==> config.mk <==
export PLATFORM = sky130hd
export DESIGN_NAME = rss_survey_indicator
export DESIGN_NICKNAME = d
export VERILOG_FILES = /design/src/rtl/rss_pkg.sv /design/src/rtl/rss_survey_indicator.sv
export SDC_FILE = /design/constraint.sdc
export NUM_CORES = 1
export LEC_CHECK = 0
export ABC_AREA = 1
export BUFFER_PORTS_ARGS = -buffer_cell sky130_fd_sc_hd__buf_2
export CAP_MARGIN = 40
export CORE_UTILIZATION = 35
export DETAILED_ROUTE_END_ITERATION = 8
export PLACE_DENSITY = 0.5
export REMOVE_ABC_BUFFERS = 1
export SETUP_SLACK_MARGIN = 0.2
export SLEW_MARGIN = 0
export SYNTH_ARGS = -nofsm -noshare
export SYNTH_HDL_FRONTEND = slang
export SYNTH_SLANG_ARGS = --single-unit
==> constraint.sdc <==
create_clock -name mclk_i -period 10.2 [get_ports mclk_i]
set_input_delay 0.51 -clock mclk_i [delete_from_list [all_inputs] [get_ports mclk_i]]
set_output_delay 0.51 -clock mclk_i [all_outputs]
set_load 0.02 [all_outputs]
==> src/rtl/rss_pkg.sv <==
// Constants and types shared by the site survey indicator
package rss_pkg;

  // ----------------------------------------------------------------
  // Widths and address range
  // ----------------------------------------------------------------
  localparam int ADDR_W = 6;
  localparam int DIGIT_W = 4;
  localparam int GRADE_W = 2;
  localparam int NUM_GRADES = 4;
  localparam int CNT_W = 16;
  localparam int TIMER_W = 40;
  localparam int TICK_W = 24;
  localparam int PHASE_W = 4;
  localparam int NODE_MAX = 47;
  localparam logic [DIGIT_W-1:0] TENS_MAX = 4'h4;
  localparam logic [DIGIT_W-1:0] ONES_MAX = 4'h9;
  localparam logic [7:0] TENS_WEIGHT = 8'h0a;
  localparam logic [ADDR_W-1:0] ADDR_MIN = 6'h01;
  localparam logic [ADDR_W-1:0] ADDR_MAX = 6'h2f;

  // ----------------------------------------------------------------
  // Signal strength grades
  // ----------------------------------------------------------------
  localparam logic [GRADE_W-1:0] GRADE_WEAK = 2'h0;
  localparam logic [GRADE_W-1:0] GRADE_GOOD = 2'h1;
  localparam logic [GRADE_W-1:0] GRADE_STRONG = 2'h2;
  localparam logic [GRADE_W-1:0] GRADE_VSTRONG = 2'h3;

  // ----------------------------------------------------------------
  // Timing
  // ----------------------------------------------------------------
  localparam longint unsigned CLK_HZ = 64'd100_000_000;
  localparam longint unsigned TIMEOUT_S = 64'd900;
  localparam longint unsigned TIMEOUT_CYC = TIMEOUT_S * CLK_HZ;
  // Base tick at 16 Hz: one phase bit toggling per tick gives 8 flashes/s
  localparam longint unsigned TICK_HZ = 64'd16;
  localparam longint unsigned TICK_CYC = CLK_HZ / TICK_HZ;

  // ----------------------------------------------------------------
  // Reset, step and saturation values
  // ----------------------------------------------------------------
  localparam logic [CNT_W-1:0] CNT_ZERO = 16'h0000;
  localparam logic [CNT_W-1:0] CNT_ONE = 16'h0001;
  localparam logic [CNT_W-1:0] CNT_SAT = 16'hffff;
  localparam logic [TIMER_W-1:0] TIMER_ZERO = 40'h00_0000_0000;
  localparam logic [TIMER_W-1:0] TIMER_ONE = 40'h00_0000_0001;
  localparam logic [TICK_W-1:0] TICK_ZERO = 24'h00_0000;
  localparam logic [TICK_W-1:0] TICK_ONE = 24'h00_0001;
  localparam logic [PHASE_W-1:0] PHASE_ZERO = 4'h0;
  localparam logic [PHASE_W-1:0] PHASE_ONE = 4'h1;

  typedef enum logic [1:0] {
    RSS_NORMAL,
    RSS_SURVEY,
    RSS_EXPIRED
  } rss_state_t;

endpackage : rss_pkg

==> src/rtl/rss_survey_indicator.sv <==
// Site survey controller and bi-colour indicator driver for the gateway
`timescale 1ns/1ps

module rss_survey_indicator import rss_pkg::*; #(
  parameter longint unsigned TIMEOUT_CYCLES = TIMEOUT_CYC,
  parameter longint unsigned TICK_CYCLES = TICK_CYC
) (
  input wire logic mclk_i,
  input wire logic reset_i,
  input wire logic [DIGIT_W-1:0] sel_tens_i,
  input wire logic [DIGIT_W-1:0] sel_ones_i,
  input wire logic [NODE_MAX:0] node_present_i,
  input wire logic rx_valid_i,
  input wire logic rx_retry_i,
  input wire logic [ADDR_W-1:0] rx_addr_i,
  input wire logic [GRADE_W-1:0] rx_grade_i,
  output logic survey_active_o,
  output logic [ADDR_W-1:0] survey_addr_o,
  output logic [GRADE_W-1:0] grade_o,
  output logic [CNT_W-1:0] packet_count_o,
  output logic [CNT_W-1:0] retry_count_o,
  output logic led_red_o,
  output logic led_green_o
);

  // ----------------------------------------------------------------
  // Selector decoding
  // ----------------------------------------------------------------
  function automatic logic [ADDR_W-1:0] dial_addr(input logic [DIGIT_W-1:0] tens,
                                                   input logic [DIGIT_W-1:0] ones);
    logic [7:0] sum;
    sum = 8'(tens) * TENS_WEIGHT + 8'(ones);
    return sum[ADDR_W-1:0];
  endfunction : dial_addr

  function automatic logic dial_valid(input logic [DIGIT_W-1:0] tens,
                                      input logic [DIGIT_W-1:0] ones);
    logic [ADDR_W-1:0] a;
    a = dial_addr(tens, ones);
    return (tens <= TENS_MAX) && (ones <= ONES_MAX) && (a >= ADDR_MIN) && (a <= ADDR_MAX);
  endfunction : dial_valid

  logic sel_nonzero;
  logic sel_changed;
  logic [ADDR_W-1:0] sel_addr;
  logic sel_ok;

  assign sel_nonzero = (sel_tens_i != 4'h0) || (sel_ones_i != 4'h0);
  assign sel_addr = dial_addr(sel_tens_i, sel_ones_i);
  assign sel_ok = dial_valid(sel_tens_i, sel_ones_i);

  // ----------------------------------------------------------------
  // Common time base
  // ----------------------------------------------------------------
  // One divider feeds every flash rate so the rates stay phase-locked
  logic [TICK_W-1:0] tick_cnt;
  logic [TICK_W-1:0] next_tick_cnt;
  logic [PHASE_W-1:0] phase;
  logic [PHASE_W-1:0] next_phase;
  logic tick;

  assign tick = (tick_cnt == TICK_W'(TICK_CYCLES - 64'd1));

  always_comb begin
    next_tick_cnt = tick ? TICK_ZERO : tick_cnt + TICK_ONE;
    next_phase = tick ? phase + PHASE_ONE : phase;
  end

  always_ff @(posedge mclk_i) begin
    if (reset_i) begin
      tick_cnt <= TICK_ZERO;
      phase <= PHASE_ZERO;
    end else begin
      tick_cnt <= next_tick_cnt;
      phase <= next_phase;
    end
  end

  // ----------------------------------------------------------------
  // Survey sequencing
  // ----------------------------------------------------------------
  rss_state_t state;
  rss_state_t next_state;
  logic [DIGIT_W-1:0] cur_tens;
  logic [DIGIT_W-1:0] next_cur_tens;
  logic [DIGIT_W-1:0] cur_ones;
  logic [DIGIT_W-1:0] next_cur_ones;
  logic [ADDR_W-1:0] addr;
  logic [ADDR_W-1:0] next_addr;
  logic addr_ok;
  logic next_addr_ok;
  logic [TIMER_W-1:0] timer;
  logic [TIMER_W-1:0] next_timer;
  logic start;
  logic timeout;

  assign sel_changed = (sel_tens_i != cur_tens) || (sel_ones_i != cur_ones);
  assign timeout = (timer == TIMER_W'(TIMEOUT_CYCLES - 64'd1));

  always_comb begin
    next_state = state;
    start = 1'b0;
    case (state)
      RSS_NORMAL: begin
        if (sel_nonzero) begin
          next_state = RSS_SURVEY;
          start = 1'b1;
        end
      end
      RSS_SURVEY: begin
        if (!sel_nonzero) begin
          next_state = RSS_NORMAL;
        end else if (sel_changed) begin
          start = 1'b1;
        end else if (timeout) begin
          next_state = RSS_EXPIRED;
        end
      end
      RSS_EXPIRED: begin
        // Stale dial setting must not relaunch; only a fresh choice does
        if (!sel_nonzero) begin
          next_state = RSS_NORMAL;
        end else if (sel_changed) begin
          next_state = RSS_SURVEY;
          start = 1'b1;
        end
      end
      default: begin
        next_state = RSS_NORMAL;
      end
    endcase
    next_cur_tens = start ? sel_tens_i : cur_tens;
    next_cur_ones = start ? sel_ones_i : cur_ones;
    next_addr = start ? sel_addr : addr;
    next_addr_ok = start ? sel_ok : addr_ok;
    if (start) begin
      next_timer = TIMER_ZERO;
    end else if (state == RSS_SURVEY) begin
      next_timer = timer + TIMER_ONE;
    end else begin
      next_timer = timer;
    end
  end

  always_ff @(posedge mclk_i) begin
    if (reset_i) begin
      state <= RSS_NORMAL;
      cur_tens <= 4'h0;
      cur_ones <= 4'h0;
      addr <= 6'h00;
      addr_ok <= 1'b0;
      timer <= TIMER_ZERO;
    end else begin
      state <= next_state;
      cur_tens <= next_cur_tens;
      cur_ones <= next_cur_ones;
      addr <= next_addr;
      addr_ok <= next_addr_ok;
      timer <= next_timer;
    end
  end

  // ----------------------------------------------------------------
  // Packet statistics
  // ----------------------------------------------------------------
  logic [CNT_W-1:0] grade_cnt [NUM_GRADES];
  logic [CNT_W-1:0] next_grade_cnt [NUM_GRADES];
  logic [CNT_W-1:0] pkt_cnt;
  logic [CNT_W-1:0] next_pkt_cnt;
  logic [CNT_W-1:0] retry_cnt;
  logic [CNT_W-1:0] next_retry_cnt;
  logic [GRADE_W-1:0] grade;
  logic [GRADE_W-1:0] next_grade;
  logic [CNT_W-1:0] best_cnt;
  logic ours;

  // Counters saturate rather than wrap so a long survey loses the lead grade only if a weaker grade also saturates
  assign ours = (state == RSS_SURVEY) && addr_ok && !start && (rx_addr_i == addr);

  genvar g;
  generate
    for (g = 0; g < NUM_GRADES; g++) begin : g_grade
      always_comb begin
        if (start) begin
          next_grade_cnt[g] = CNT_ZERO;
        end else if (ours && rx_valid_i && (rx_grade_i == GRADE_W'(g)) &&
                     (grade_cnt[g] != CNT_SAT)) begin
          next_grade_cnt[g] = grade_cnt[g] + CNT_ONE;
        end else begin
          next_grade_cnt[g] = grade_cnt[g];
        end
      end

      always_ff @(posedge mclk_i) begin
        if (reset_i) begin
          grade_cnt[g] <= CNT_ZERO;
        end else begin
          grade_cnt[g] <= next_grade_cnt[g];
        end
      end
    end
  endgenerate

  always_comb begin
    if (start) begin
      next_pkt_cnt = CNT_ZERO;
      next_retry_cnt = CNT_ZERO;
    end else begin
      next_pkt_cnt = (ours && rx_valid_i && (pkt_cnt != CNT_SAT)) ? pkt_cnt + CNT_ONE : pkt_cnt;
      next_retry_cnt = (ours && rx_retry_i && (retry_cnt != CNT_SAT)) ?
                       retry_cnt + CNT_ONE : retry_cnt;
    end
    // Ties resolve to the weaker grade: the report never flatters the link
    next_grade = GRADE_WEAK;
    best_cnt = grade_cnt[0];
    for (int i = 1; i < NUM_GRADES; i++) begin
      if (grade_cnt[i] > best_cnt) begin
        next_grade = GRADE_W'(i);
        best_cnt = grade_cnt[i];
      end
    end
  end

  always_ff @(posedge mclk_i) begin
    if (reset_i) begin
      pkt_cnt <= CNT_ZERO;
      retry_cnt <= CNT_ZERO;
      grade <= GRADE_WEAK;
    end else begin
      pkt_cnt <= next_pkt_cnt;
      retry_cnt <= next_retry_cnt;
      grade <= next_grade;
    end
  end

  // ----------------------------------------------------------------
  // Indicator
  // ----------------------------------------------------------------
  logic next_red;
  logic next_green;
  logic flash;
  logic present;

  assign present = addr_ok && node_present_i[addr];

  always_comb begin
    case (grade)
      GRADE_VSTRONG: flash = phase[0];
      GRADE_STRONG: flash = phase[1];
      GRADE_GOOD: flash = phase[2];
      default: flash = phase[3];
    endcase
    if (state != RSS_SURVEY) begin
      next_red = 1'b0;
      next_green = phase[PHASE_W-1];
    end else if (!present) begin
      next_red = 1'b1;
      next_green = 1'b0;
    end else if (pkt_cnt == CNT_ZERO) begin
      next_red = 1'b1;
      next_green = 1'b1;
    end else begin
      next_red = flash;
      next_green = flash;
    end
  end

  always_ff @(posedge mclk_i) begin
    if (reset_i) begin
      led_red_o <= 1'b0;
      led_green_o <= 1'b0;
    end else begin
      led_red_o <= next_red;
      led_green_o <= next_green;
    end
  end

  assign survey_active_o = (state == RSS_SURVEY);
  assign survey_addr_o = addr;
  assign grade_o = grade;
  assign packet_count_o = pkt_cnt;
  assign retry_count_o = retry_cnt;

endmodule : rss_survey_indicator

==> impl_metrics.csv <==
group,metric,value,unit
detailed_routing,dr_total_vias,11700,
final_layout,fillCellCount,3628,
pwr,leakagePower,5.35,nW
die,rows,67,
sta,min_period_over_period,50.5,%
clock_network,clockBufferDepth,2,
clock_network,numCtsBuffers,17,
yosys,yosys-top-cells-area,"dfxtp_1, nand2_1, nor2_1, nand3_1, ha_1",
global_routing,grt_pass1_vias,10900,
yosys,syn_area,11900,µm²
clock_network,post_cts_buffers,0,
hold_path,hp-class,"in2reg",
yosys,yosysWarnings,0,
placement,placed_cells,2324,
critical_path,cpMaxStageDelayCell,"o21ai_0",
clock_network,cts_tree,"built",
sta,finalSetupTns,0,ns
flow_run,drv_cap,0,
clock_network,clkTransAtPathRegs,0.08,ns
global_routing,grt_max_degree,73,
final_layout,final-seq-area,3680,µm²
detailed_routing,drtIter0Drc,560,
placement,dp.final_hpwl,23900,µm
critical_path,crit_buf_inv,2,
critical_path,crit_family,"compound AO/OA/AOI/OAI gates",
yosys,synth_area_per_cell,6.56,µm²
sta,tightest_slew,0.894,ns
detailed_routing,wl_met2,14800,µm
clock_network,worstSkewPairLatency,0.46,ns
sta,max_clock_freq,0.194,GHz
critical_path,crit_top_cell,"nand2_1",
die,die_w,187,µm
yosys,synth.largest_area_cell,"dfxtp_1",
global_routing,grt_pass1_wl,53300,µm
clock_network,cts_resized,0,
yosys,ys_seq_elements,184,
yosys,synth_top_area_share,30.9,%
detailed_routing,top_layer,"met4",
pwr,p_per_area,148,nW/µm²
pwr,peakVddDrop,0.123,mV
detailed_routing,drc_errors,0,
die,die_h,187,µm
placement,place_congestion,0.843,
die,core-area,33500,µm²
placement,portBuffers,110,
detailed_routing,firstDrtPassIters,5,
detailed_routing,wirelength,31800,µm
detailed_routing,via_per_inst,4.99,
global_routing,gr-total-overflow,0,
detailed_routing,wl_per_cell,13.5,µm
critical_path,path_class,"reg2reg",
sta,slew_headroom,40.4,%
clock_network,tritoncts_num_sinks,184,
final_layout,instances_no_fill,2356,
run_status,status,"complete, no violations",
global_routing,grtUsageTotal,18.5,%
die,ios,111,
critical_path,crit_path_max_incr_delay,0.59,ns
final_layout,drive_above_1_share,10.2,%
clock_network,hold_buffers,0,
final_layout,nets,2032,
clock_network,cts-root-buf,"clkbuf_16",
die,dieArea,34800,µm²
detailed_routing,ant_nets,0,
die,start_util,35.6,%
critical_path,path_max_fanout,32,
yosys,netlist_instances,1817,
critical_path,cp_data_required_time,10.53,ns
detailed_routing,wl_met3,1370,µm
clock_network,cts_max_level,4,
global_routing,antenna_found_initial,0,
final_layout,diodes,0,
yosys,synth_seq_area_share,30.9,%
critical_path,cp-end-kind,"register",
yosys,ys_types,53,
final_layout,multi_input_area,7160,µm²
critical_path,start_kind,"register",
critical_path,cp_data_arrival_time,5.48,ns
sta,grt_setup_unrepaired,"false",
detailed_routing,met1_length,15300,µm
sta,slew_viol_final,0,
sta,hold_viol_final,0,
sta,setup_viol,0,
final_layout,area_delta_synth_final,12.2,%
sta,period_needed,5.15,ns
sta,finalClockSkew,0.0185,ns
[cell families after synthesis]
group	synth area share, %
and+or+nand+nor	37.1
AOI/OAI and AO/OA	11.9
buffers and inverters	9.08
DFF	30.9
adders and majority gates	7.30
xor gates and xnor gates	3.73
[final cells by class]
type | instances | area share (%)
clock inverter | 15 | 1.20
clock buffer | 17 | 3.18
timing repair buffer | 115 | 4.60
tap | 448 | 4.19
inverter | 204 | 5.74
sequential | 184 | 27.5
multi-input combinational | 1373 | 53.6
[final timing paths]
path | startpoint | to | slack, ns | cells after the start
min reg2reg | tick_cnt[0] | tick_cnt[0] | 0.45 | 1
min | reset_i | phase[2] | 0.40 | 2
max reg2reg | grade_cnt[0][2] | grade_o[1] | 5.05 | 26
max | grade_cnt[0][2] | grade_o[1] | 5.05 | 26
[placed cells by master (no fill, tap or decap), drive strengths merged]
master and instances:
clkinvlp 1, o21a 6, clkinv 9, and3 1, nand3b 6, buf 115
nor2b 1, inv 209, o22ai 1, or2 5, a31oi 1, nand4 46
a311oi 1, a21oi 163, a211oi 2, nand2 409, o221ai 2, a41oi 1
dfxtp 184, or3 1, o211ai 8, nor3 48, xnor2 26, xor2 24
nor2 250, o21ai 80, clkbuf 17, and2 3, nand3 179, ha 68
nor4 30, nor3b 9, nor4b 1, fa 1
[sequential cells by signal, indices dropped and copies added, names as in the netlist, 2 cells and up]
name,flops
cur_ones,4
state,2
packet_count_o,16
grade_o,2
timer,40
retry_count_o,16
cur_tens,4
phase,4
survey_addr_o,5
tick_cnt,24
grade_cnt,64
[report_power, final]
part / switching (W) / internal, W
Clock: 0.000336 / 0.000327
Sequential: 0.0000381 / 0.000750
Combinational: 0.000361 / 0.000172
Total: 0.000734 / 0.00125
[cell usage after synthesis, drive strengths merged]
cell type,number
nand2,409
nor2,250
inv,203
dfxtp,184
nand3,179
a21oi,163
o21ai,80
ha,68
nor3,48
nand4,46
buf,30
nor4,30
clkbuf,26
xnor2,26
xor2,24
nor3b,9
o211ai,8
nand3b,6
o21a,6
or2,5
and2,3
a211oi,2
o221ai,2
a311oi,1
a31oi,1
a41oi,1
and3,1
clkinv,1
fa,1
nor2b,1
nor4b,1
o22ai,1
or3,1
[per-stage QoR]
stage	area [µm²]	utilization [%]	total power, W	setup slack (ns)	hold slack (ns)
after CTS	13400	39.9	0.00202	5.01	0.372
after detailed placement	12800	38.1	0.00134	5.03	0.439
after floorplan	11600	-	0.00117	5.24	0.418
after global routing	13400	39.9	0.00212	4.43	0.386
final	13400	39.9	0.00198	5.05	0.396
after global placement	12700	38.0	0.00133	4.73	0.431
[per-layer routing]
layer  global-route usage, %  up-vias
li1                        -     6171
met1                    24.1     5328
met2                    31.3      223
met3                    3.44       25
met4                    4.67        0
met5                       0        -
(Power assumes the default switching activity.)
